<file path="config.mk">
export PLATFORM = sky130hd
export DESIGN_NAME = spio_port
export DESIGN_NICKNAME = d
export VERILOG_FILES = /design/src/inc/spio_pkg.sv /design/src/design/spio_port.sv
export SDC_FILE = /design/constraint.sdc
export NUM_CORES = 1
export LEC_CHECK = 0
export ABC_AREA = 1
export BUFFER_PORTS_ARGS = -buffer_cell sky130_fd_sc_hd__clkbuf_2
export CORE_MARGIN = 4
export CORE_UTILIZATION = 55
export DETAILED_ROUTE_END_ITERATION = 12
export PLACE_DENSITY = 0.78
export SLEW_MARGIN = 40
export SYNTH_ARGS = -nofsm -noshare
export SYNTH_HDL_FRONTEND = slang
export SYNTH_SLANG_ARGS = --single-unit
</file>
<file path="constraint.sdc">
create_clock -name clk -period 1.6 [get_ports clk]
set_input_delay 0.16 -clock clk [delete_from_list [all_inputs] [get_ports clk]]
set_output_delay 0.16 -clock clk [all_outputs]
set_load 0.03 [all_outputs]
</file>
<file path="src/inc/spio_pkg.sv">
// Package for the sequencer parallel I/O port: constants, commands and carriers
// Behaviour
// - The port works as general purpose I/O only while general purpose mode, not printer copy mode, is selected.
// - A whole-byte write drives all eight output lines with the binary form of a value 0 to 255 at once.
// - A set-bit command with index 0 to 7 drives that output line high and leaves the other seven alone.
// - A clear-bit command with index 0 to 7 drives that output line low and leaves the other seven alone.
// - Five input lines exist, and a selector holding 0 to 4 picks the line that later tests examine.
// - A test-if-high reports true, causing a jump, exactly when the selected input is sampled high.
// - A test-if-low reports true, causing a jump, exactly when the selected input is sampled low.
// - Separate forward and reverse 3-bit fixture control values are held and the one for the current direction is driven.
// - The fixture control output is plain binary with line 0 least significant and line 2 most significant.
// - An active-low valid strobe is driven while the fixture control lines are stable so the far side may latch them.
package spio_pkg;
  localparam int OUT_W = 8;
  localparam int IN_W  = 5;
  localparam int CTL_W = 3;

  // Register offsets on the plain command port
  localparam logic [3:0] ADDR_MODE     = 4'h0;
  localparam logic [3:0] ADDR_OUT_ALL  = 4'h1;
  localparam logic [3:0] ADDR_SET_BIT  = 4'h2;
  localparam logic [3:0] ADDR_CLR_BIT  = 4'h3;
  localparam logic [3:0] ADDR_IN_SEL   = 4'h4;
  localparam logic [3:0] ADDR_TEST_HI  = 4'h5;
  localparam logic [3:0] ADDR_TEST_LO  = 4'h6;
  localparam logic [3:0] ADDR_CTL_FWD  = 4'h7;
  localparam logic [3:0] ADDR_CTL_REV  = 4'h8;
  localparam logic [3:0] ADDR_IN_RAW   = 4'h9;

  localparam logic [7:0] RST_OUT   = 8'h00;
  localparam logic [2:0] RST_CTL   = 3'h0;
  localparam logic [2:0] RST_SEL   = 3'h0;
  localparam logic       RST_MODE  = 1'b0;
  localparam logic [2:0] MAX_SEL   = 3'h4;
  // Cycles the strobe stays high after a control change before reasserting
  localparam int         SETTLE_CYC = 1;

  typedef struct packed {
    logic [3:0] addr;
    logic [7:0] wdata;
    logic       wr;
    logic       rd;
  } spio_req_t;
endpackage

</file>
<file path="src/design/spio_port.sv">
// Sequencer parallel I/O port: output byte, input tests, fixture control lines
`timescale 1ns/1ps
module spio_port (
  input  wire logic               clk,
  input  wire logic               rst_b,
  input  wire spio_pkg::spio_req_t req,
  output logic [7:0]              rdata,
  input  wire logic [4:0]         par_in,
  input  wire logic               dir_fwd,
  output logic [7:0]              par_out,
  output logic                    gpio_mode,
  output logic [2:0]              fixture_ctl,
  output logic                    fixture_valid_b
);
  logic [7:0] out_q;
  logic [7:0] out_d;
  logic [2:0] fwd_q;
  logic [2:0] fwd_d;
  logic [2:0] rev_q;
  logic [2:0] rev_d;
  logic [2:0] sel_q;
  logic [2:0] sel_d;
  logic       mode_q;
  logic       mode_d;
  logic [7:0] rd_q;
  logic [7:0] rd_d;
  logic [7:0] par_q;
  logic [7:0] par_d;
  logic [4:0] s1_q;
  logic [4:0] s2_q;
  logic [4:0] s3_q;
  logic [4:0] in_q;
  logic [4:0] in_d;
  logic       dir1_q;
  logic       dir2_q;
  logic       dir3_q;
  logic       dir_q;
  logic       dir_d;
  logic [2:0] ctl_q;
  logic [2:0] ctl_d;
  logic       val_b_q;
  logic       val_b_d;
  logic       in_bit;

  // Three-stage sampling; a change is taken once stages two and three agree.
  // The first stage may go metastable, so only the second stage reads it.
  always_comb
  begin
    in_d = in_q;
    for (int i = 0; i < 5; i++)
    begin
      if (s2_q[i] == s3_q[i])
        in_d[i] = s3_q[i];
    end
    dir_d = dir_q;
    if (dir2_q == dir3_q)
      dir_d = dir3_q;
  end

  always_ff @(posedge clk or negedge rst_b)
  begin
    if (!rst_b)
    begin
      s1_q   <= 5'h00;
      s2_q   <= 5'h00;
      s3_q   <= 5'h00;
      in_q   <= 5'h00;
      // Direction comes up forward so the first control value is the forward one
      dir1_q <= 1'b1;
      dir2_q <= 1'b1;
      dir3_q <= 1'b1;
      dir_q  <= 1'b1;
    end
    else
    begin
      s1_q   <= par_in;
      s2_q   <= s1_q;
      s3_q   <= s2_q;
      in_q   <= in_d;
      dir1_q <= dir_fwd;
      dir2_q <= dir1_q;
      dir3_q <= dir2_q;
      dir_q  <= dir_d;
    end
  end

  // Shared by set and clear so both touch exactly one line of the byte
  function automatic logic [7:0] bit_put(
    input logic [7:0] byte_in,
    input logic [2:0] idx,
    input logic       val
  );
    logic [7:0] res;
    res      = byte_in;
    res[idx] = val;
    return res;
  endfunction

  assign in_bit = in_q[sel_q];

  always_comb
  begin
    out_d  = out_q;
    fwd_d  = fwd_q;
    rev_d  = rev_q;
    sel_d  = sel_q;
    mode_d = mode_q;
    rd_d   = 8'h00;
    if (req.wr)
    begin
      if (req.addr == spio_pkg::ADDR_MODE)
        mode_d = req.wdata[0];
      else if (req.addr == spio_pkg::ADDR_OUT_ALL && mode_q)
        out_d = req.wdata;
      else if (req.addr == spio_pkg::ADDR_SET_BIT && mode_q)
        out_d = bit_put(out_q, req.wdata[2:0], 1'b1);
      else if (req.addr == spio_pkg::ADDR_CLR_BIT && mode_q)
        out_d = bit_put(out_q, req.wdata[2:0], 1'b0);
      else if (req.addr == spio_pkg::ADDR_IN_SEL && req.wdata[2:0] <= spio_pkg::MAX_SEL)
        sel_d = req.wdata[2:0];
      else if (req.addr == spio_pkg::ADDR_CTL_FWD)
        fwd_d = req.wdata[2:0];
      else if (req.addr == spio_pkg::ADDR_CTL_REV)
        rev_d = req.wdata[2:0];
    end
    if (req.rd)
    begin
      if (req.addr == spio_pkg::ADDR_MODE)
        rd_d = {7'h00, mode_q};
      else if (req.addr == spio_pkg::ADDR_OUT_ALL)
        rd_d = out_q;
      else if (req.addr == spio_pkg::ADDR_IN_SEL)
        rd_d = {5'h00, sel_q};
      else if (req.addr == spio_pkg::ADDR_TEST_HI)
        rd_d = {7'h00, mode_q & in_bit};
      else if (req.addr == spio_pkg::ADDR_TEST_LO)
        rd_d = {7'h00, mode_q & ~in_bit};
      else if (req.addr == spio_pkg::ADDR_CTL_FWD)
        rd_d = {5'h00, fwd_q};
      else if (req.addr == spio_pkg::ADDR_CTL_REV)
        rd_d = {5'h00, rev_q};
      else if (req.addr == spio_pkg::ADDR_IN_RAW)
        rd_d = {3'h0, in_q};
    end
  end

  always_ff @(posedge clk or negedge rst_b)
  begin
    if (!rst_b)
    begin
      out_q  <= spio_pkg::RST_OUT;
      fwd_q  <= spio_pkg::RST_CTL;
      rev_q  <= spio_pkg::RST_CTL;
      sel_q  <= spio_pkg::RST_SEL;
      mode_q <= spio_pkg::RST_MODE;
      rd_q   <= 8'h00;
    end
    else
    begin
      out_q  <= out_d;
      fwd_q  <= fwd_d;
      rev_q  <= rev_d;
      sel_q  <= sel_d;
      mode_q <= mode_d;
      rd_q   <= rd_d;
    end
  end

  // Output byte is registered so the pins never see decode glitches;
  // copy mode forces every line low
  always_comb
  begin
    par_d = mode_d ? out_d : 8'h00;
  end

  always_ff @(posedge clk or negedge rst_b)
  begin
    if (!rst_b)
      par_q <= spio_pkg::RST_OUT;
    else
      par_q <= par_d;
  end

  // Strobe drops out for one cycle whenever the lines change, so a latch never sees a glitch
  always_comb
  begin
    ctl_d   = dir_q ? fwd_q : rev_q;
    val_b_d = (ctl_d != ctl_q);
  end

  always_ff @(posedge clk or negedge rst_b)
  begin
    if (!rst_b)
    begin
      ctl_q   <= spio_pkg::RST_CTL;
      val_b_q <= 1'b1;
    end
    else
    begin
      ctl_q   <= ctl_d;
      val_b_q <= val_b_d;
    end
  end

  assign rdata           = rd_q;
  assign par_out         = par_q;
  assign gpio_mode       = mode_q;
  assign fixture_ctl     = ctl_q;
  assign fixture_valid_b = val_b_q;

  AST_SET_BIT: assert property (@(posedge clk) disable iff (!rst_b)
    req.wr && mode_q && req.addr == spio_pkg::ADDR_SET_BIT |=> out_q[$past(req.wdata[2:0])])
    else $error("set bit did not drive line high");
  AST_CLR_BIT: assert property (@(posedge clk) disable iff (!rst_b)
    req.wr && mode_q && req.addr == spio_pkg::ADDR_CLR_BIT |=> !out_q[$past(req.wdata[2:0])])
    else $error("clear bit did not drive line low");
  AST_ALL: assert property (@(posedge clk) disable iff (!rst_b)
    req.wr && mode_q && req.addr == spio_pkg::ADDR_OUT_ALL |=> out_q == $past(req.wdata))
    else $error("byte write lost");
  AST_MODE: assert property (@(posedge clk) disable iff (!rst_b) !mode_q |-> par_out == 8'h00)
    else $error("outputs driven outside general purpose mode");
  AST_SEL: assert property (@(posedge clk) disable iff (!rst_b) sel_q <= spio_pkg::MAX_SEL)
    else $error("selector out of range");
  AST_TEST_HI: assert property (@(posedge clk) disable iff (!rst_b)
    req.rd && req.addr == spio_pkg::ADDR_TEST_HI |=> rdata[0] == $past(mode_q & in_bit))
    else $error("high test wrong");
  AST_TEST_LO: assert property (@(posedge clk) disable iff (!rst_b)
    req.rd && req.addr == spio_pkg::ADDR_TEST_LO |=> rdata[0] == $past(mode_q & ~in_bit))
    else $error("low test wrong");
  AST_DIR: assert property (@(posedge clk) disable iff (!rst_b)
    1'b1 |=> fixture_ctl == $past(dir_q ? fwd_q : rev_q))
    else $error("control lines not following direction");
  AST_VALID: assert property (@(posedge clk) disable iff (!rst_b)
    !fixture_valid_b |-> $stable(fixture_ctl))
    else $error("valid strobe low while lines changed");
  AST_SYNC: assert property (@(posedge clk) disable iff (!rst_b)
    (s2_q == s3_q) |=> in_q == $past(s3_q))
    else $error("input not taken after agreement");

  // Bit commands touch one line and leave the other seven as they were
  AST_SET_KEEP: assert property (@(posedge clk) disable iff (!rst_b)
    req.wr && mode_q && req.addr == spio_pkg::ADDR_SET_BIT
      |=> out_q == ($past(out_q) | (8'h01 << $past(req.wdata[2:0]))))
    else $error("set bit disturbed other lines");
  AST_CLR_KEEP: assert property (@(posedge clk) disable iff (!rst_b)
    req.wr && mode_q && req.addr == spio_pkg::ADDR_CLR_BIT
      |=> out_q == ($past(out_q) & ~(8'h01 << $past(req.wdata[2:0]))))
    else $error("clear bit disturbed other lines");
  AST_COPY_HOLD: assert property (@(posedge clk) disable iff (!rst_b)
    req.wr && !mode_q && (req.addr == spio_pkg::ADDR_OUT_ALL
      || req.addr == spio_pkg::ADDR_SET_BIT || req.addr == spio_pkg::ADDR_CLR_BIT)
      |=> $stable(out_q))
    else $error("output byte changed in copy mode");
  AST_MODE_WR: assert property (@(posedge clk) disable iff (!rst_b)
    req.wr && req.addr == spio_pkg::ADDR_MODE |=> gpio_mode == $past(req.wdata[0]))
    else $error("mode write lost");
  AST_PAR_OUT: assert property (@(posedge clk) disable iff (!rst_b)
    mode_q |-> par_out == out_q)
    else $error("output lines differ from stored byte");

  // Selector and read-back paths
  AST_SEL_WR: assert property (@(posedge clk) disable iff (!rst_b)
    req.wr && req.addr == spio_pkg::ADDR_IN_SEL && req.wdata[2:0] <= spio_pkg::MAX_SEL
      |=> sel_q == $past(req.wdata[2:0]))
    else $error("selector write lost");
  AST_SEL_REFUSE: assert property (@(posedge clk) disable iff (!rst_b)
    req.wr && req.addr == spio_pkg::ADDR_IN_SEL && req.wdata[2:0] > spio_pkg::MAX_SEL
      |=> $stable(sel_q))
    else $error("out of range selector taken");
  AST_RD_SEL: assert property (@(posedge clk) disable iff (!rst_b)
    req.rd && req.addr == spio_pkg::ADDR_IN_SEL |=> rdata == {5'h00, $past(sel_q)})
    else $error("selector read wrong");
  AST_RD_OUT: assert property (@(posedge clk) disable iff (!rst_b)
    req.rd && req.addr == spio_pkg::ADDR_OUT_ALL |=> rdata == $past(out_q))
    else $error("output byte read wrong");
  AST_RAW: assert property (@(posedge clk) disable iff (!rst_b)
    req.rd && req.addr == spio_pkg::ADDR_IN_RAW |=> rdata == {3'h0, $past(in_q)})
    else $error("raw input read wrong");

  // Fixture control values and direction
  AST_FWD_WR: assert property (@(posedge clk) disable iff (!rst_b)
    req.wr && req.addr == spio_pkg::ADDR_CTL_FWD |=> fwd_q == $past(req.wdata[2:0]))
    else $error("forward value write lost");
  AST_REV_WR: assert property (@(posedge clk) disable iff (!rst_b)
    req.wr && req.addr == spio_pkg::ADDR_CTL_REV |=> rev_q == $past(req.wdata[2:0]))
    else $error("reverse value write lost");
  AST_RD_FWD: assert property (@(posedge clk) disable iff (!rst_b)
    req.rd && req.addr == spio_pkg::ADDR_CTL_FWD |=> rdata == {5'h00, $past(fwd_q)})
    else $error("forward value read wrong");
  AST_RD_REV: assert property (@(posedge clk) disable iff (!rst_b)
    req.rd && req.addr == spio_pkg::ADDR_CTL_REV |=> rdata == {5'h00, $past(rev_q)})
    else $error("reverse value read wrong");
  AST_DIR_SYNC: assert property (@(posedge clk) disable iff (!rst_b)
    (dir2_q == dir3_q) |=> dir_q == $past(dir3_q))
    else $error("direction not taken after agreement");

  // Strobe and sampler timing
  AST_VALID_HIGH: assert property (@(posedge clk) disable iff (!rst_b)
    $changed(fixture_ctl) |-> fixture_valid_b)
    else $error("valid strobe low while lines moved");
  AST_VALID_RETURN: assert property (@(posedge clk) disable iff (!rst_b)
    fixture_valid_b |=> !fixture_valid_b || $changed(fixture_ctl))
    else $error("valid strobe did not return low");
  AST_SYNC_HOLD: assert property (@(posedge clk) disable iff (!rst_b)
    (s2_q[0] != s3_q[0]) |=> $stable(in_q[0]))
    else $error("input taken before agreement");
endmodule

</file>
==> reports/summary.md <==
### Status
- finished, final reports clean — run status

### Routing
- 4 — number of iterations in the first detailed-routing pass
- 5.24 — detail-routed via count per cell
- 0 — DRC Markers
- 0 — Post-DRT Antenna Nets
- 5300 um — final wirelength
- 150 — violation count after the first detailed-routing iteration
- 2060 — number of vias after detailed routing
- 13.5 um — WL per Instance

### Synthesis
- nand2_1, dfrtp_1, nor2_1 — most used standard cells in the synthesized netlist
- dfrtp_1 — top cell type by total area after synthesis
- 23 — post-synth cell types
- 0.0103 — Synth Area in XOR/XNOR
- 0.608 — portion of the post-synthesis area used by sequential elements
- dfrtp_1 — top flip-flop cell by instance count after synthesis
- 0 — number of flops mapped to enable cells by yosys
- 296 — post-synth net total
- simple AND/OR/NAND/NOR gates — largest family of logic cells by synthesized area
- 0.0234 — share of synthesized cell area in full adder, half adder and majority cells
- 0 — multiplexer area fraction after synthesis
- nand2_1 — top-count cell post-synth
- 274 — cell count after synthesis
- 9.35 sq um — synthesized area per cell
- 0.200 — simple-gate portion of the synthesized area
- dfrtp_1, nand2_1, dfstp_2, nor2_1, inv_1 — Synth area leaders
- 0.106 — share of the synthesized area in compound gates (AO/OA/AOI/OAI)
- 0.00256 sq mm — Synth Cell Area
- 62 — synthesis-stage register bit count
- 0.557 — fraction of post-synthesis cell area in the top cell type by area
- 0 — Warnings, synthesis
- 1.00 — fraction of registers with async set or reset after synthesis

### Power
- 1240 mW/mm^2 — power per standard cell area
- 0.299 — clock group share of total power
- 0.503 — sequential share of power
- 1.56 nW — Leak Pwr
- 0.000706 V — Peak VDD IR
- 0.00260 W — P_int
- 0.320 — sw frac
- 0.199 — fraction of power consumed by combinational cells
- 0.00123 W — Net Sw Power
- 0.00383 W — overall power of the completed layout

### GRT
- 0.0496 — met3 GRT Util
- 34 — largest net degree at the start of global routing
- 0 — overflow left after global routing
- 9180 um — first-pass GRT wire length
- 0 — number of antenna violations at the first check in global routing
- 0.276 — GR met1 Demand/Resource
- 0.200 — total global-route track usage
- 0.292 — global routing met2 resource utilization
- 2025 — vias in the first global route
- met2 — Top Usage Layer GRT

### STA
- 0 — number of max-slew violations in the final report
- 0.00821 ns — Max Clock Skew
- 1.51 ns — shortest clock period the worst path allows after layout
- 0 — final hold violation count
- 0.513 — Max transition margin
- 0.941 — final worst path period share
- 0.728 ns — Worst-Margin Slew
- yes — unrepaired setup endpoints after global routing
- 664 MHz — upper clock frequency limit
- 0 — endpoints failing setup

### Floorplanning
- 0.00444 sq mm — area of the core
- 43 — boundary pin count
- 0.576 — initial core utilization
- 0.00581 sq mm — Die Outline Area
- 76.2 um — Chip Width
- 76.2 um — Die Y
- 24 — standard-cell rows

### Placed design
- 42 — total of buffers placed on input and output ports
- 0.929 — routability congestion estimate from global placement
- 3750 um — DPL Wire Length
- 0.00286 sq mm — placed cell areas

### Clock network
- 9 — total CTS buffers
- done — TritonCTS clock tree
- 2 — Max Root-Sink Buffers
- 0.33 ns — clock latency of the later-clocked register in the worst-skew pair
- 0 — count of buffers added by post-CTS timing repair for setup
- 0.07 ns — clock slew seen by the registers of the worst setup and hold paths
- clkbuf_8 — master cell of the clock root buffer
- 3 — CTS H-tree depth
- 62 — sink count of the clock tree

### Setup path
- inv_1, nor2_1, nand2_1, o21ai_0, nand2_1, o211ai_1, a21oi_1 — critical-path cell list
- 1.71 ns — arrival time at the worst endpoint
- dfrtp_1 — CP max-delay cell
- simple AND/OR/NAND/NOR gates — family with the most delay on the worst path
- 8 — largest driver fanout on the critical path
- flop to flop — Crit Path Category
- 0.37 ns — longest individual stage delay on the worst path
- flop — CP Launch Type
- 1.80 ns — Required @ worst endpoint
- flop — kind of end point of the critical path
- nand2_1 — cell repeated most along the worst path
- 1 — total buffers and inverters traversed by the critical path

### Cells and area
- 21.0% — Area Growth Syn to Fin
- 358 — fill cell total of the finished layout
- 0.214 — layout cells sized above 1
- 0.00310 sq mm — fin area
- 0 — number of diodes added for antenna fixing
- 359 — post-layout net count

### Run
- 0 — max capacitance violation total

### Worst hold path
- primary input to flop — kind of path behind the tightest hold check

path summary, 6_finish.rpt:
check / end / from / slack, ns / depth (start not counted)
setup reg to reg: par_out[7]$_DFF_PN0_ / gpio_mode$_DFF_PN0_ / 0.09 / 7
min in group asynchronous: s1_q[1]$_DFF_PN0_ / rst_b / 0.37 / 3
max in group asynchronous: par_out[6]$_DFF_PN0_ / rst_b / 0.91 / 3
setup / recovery: par_out[7]$_DFF_PN0_ / gpio_mode$_DFF_PN0_ / 0.09 / 7
hold / removal: rdata[0]$_DFF_PN0_ / req[0] / 0.10 / 3
hold reg to reg: s2_q[3]$_DFF_PN0_ / s1_q[3]$_DFF_PN0_ / 0.35 / 0
worst reg2reg max path: stages, from the launching register on:
cell and delay (ns):
dfrtp_1 0.37, inv_1 0.07, nor2_1 0.17, nand2_1 0.22, o21ai_0 0.22, nand2_1 0.08
o211ai_1 0.13, a21oi_1 0.11
power groups by stage:
stage	sequential, W	clock, W	combinational [W]
5_1_grt	0.00195	0.00124	0.000839
3_3_place_gp	0.00194	0	0.000723
2_1_floorplan	0.00207	0	0.000341
6_report	0.00192	0.00114	0.000761
4_1_cts	0.00192	0.00117	0.000763
3_5_place_dp	0.00195	0	0.000744
cells by family after synthesis:
| family | after synthesis |
|---|---|
| buffers and inverters | 34 |
| adder cells (fa/ha/maj) | 6 |
| XOR/XNOR | 3 |
| AND/OR/NAND/NOR | 121 |
| flip-flops | 62 |
| AO/OA/AOI/OAI | 48 |
through the flow:
stage | std cells | TNS, ns | hold WS, ns | worst slack (ns) | util
floorplan | 274 | 0 | -0.136 | 0.0950 | -
global placement | 371 | -0.901 | 0.192 | -0.0744 | 0.644
detailed placement | 371 | -1.85 | 0.195 | -0.144 | 0.644
CTS | 393 | 0 | 0.0938 | 0.156 | 0.697
global route | 393 | -0.142 | 0.124 | -0.0522 | 0.697
finish | 393 | 0 | 0.104 | 0.0944 | 0.697
sequential cells by signal, indices dropped and copies added, names as in the netlist, 3 cells and up:
register     flops
out_q            8
par_out          8
rdata            8
in_q             5
s1_q             5
s2_q             5
s3_q             5
fixture_ctl      3
fwd_q            3
rev_q            3
sel_q            3
layout make-up:
class                           instances  area [sq um]  area share
Multi-Input combinational cell        178           873       0.282
Sequential cell                        62          1560       0.503
Timing Repair Buffer                   54           318       0.103
Tap cell                               52          65.1      0.0210
Clock buffer                           10           128      0.0412
Clock inverter                          5          37.5      0.0121
Inverter                               32           120      0.0388
routing by layer:
layer  routed length, um  up-vias  share of wire
met4                  72        0          0.014
met1                2480      960           0.47
met5                   0        -              0
li1                    -     1022              -
met2                2390       70           0.45
met3                 362        8          0.068
cells in the final DEF, fill, tap and decap left out:
| cell | instances |
|---|---|
| xnor2_1 | 3 |
| o21ai_2 | 1 |
| nor2_4 | 1 |
| inv_1 | 31 |
| nand3_1 | 17 |
| clkbuf_1 | 1 |
| clkinv_2 | 1 |
| dfstp_2 | 5 |
| dfrtp_1 | 57 |
| inv_2 | 1 |
| o211ai_1 | 8 |
| a21oi_1 | 12 |
| o221ai_1 | 1 |
| o22ai_1 | 2 |
| dlygate4sd3_1 | 7 |
| o21ai_1 | 1 |
| nand2_2 | 1 |
| nor2_8 | 1 |
| nand2_1 | 65 |
| a31oi_1 | 1 |
| clkinv_4 | 2 |
| nand4_1 | 2 |
| clkinvlp_4 | 2 |
| nor2_1 | 32 |
| clkbuf_8 | 9 |
| nand3_2 | 1 |
| nor2_2 | 1 |
| clkbuf_2 | 42 |
| o21ai_0 | 22 |
| maj3_1 | 6 |
| buf_4 | 5 |
repair_timing:
item | in CTS | in global routing
hold buffers | 7 | 0
hold endpoints to repair | 63 | 0
gates resized for setup | 0 | 2
setup endpoints to repair | 0 | 3
Power figures use the tool's default switching activity.
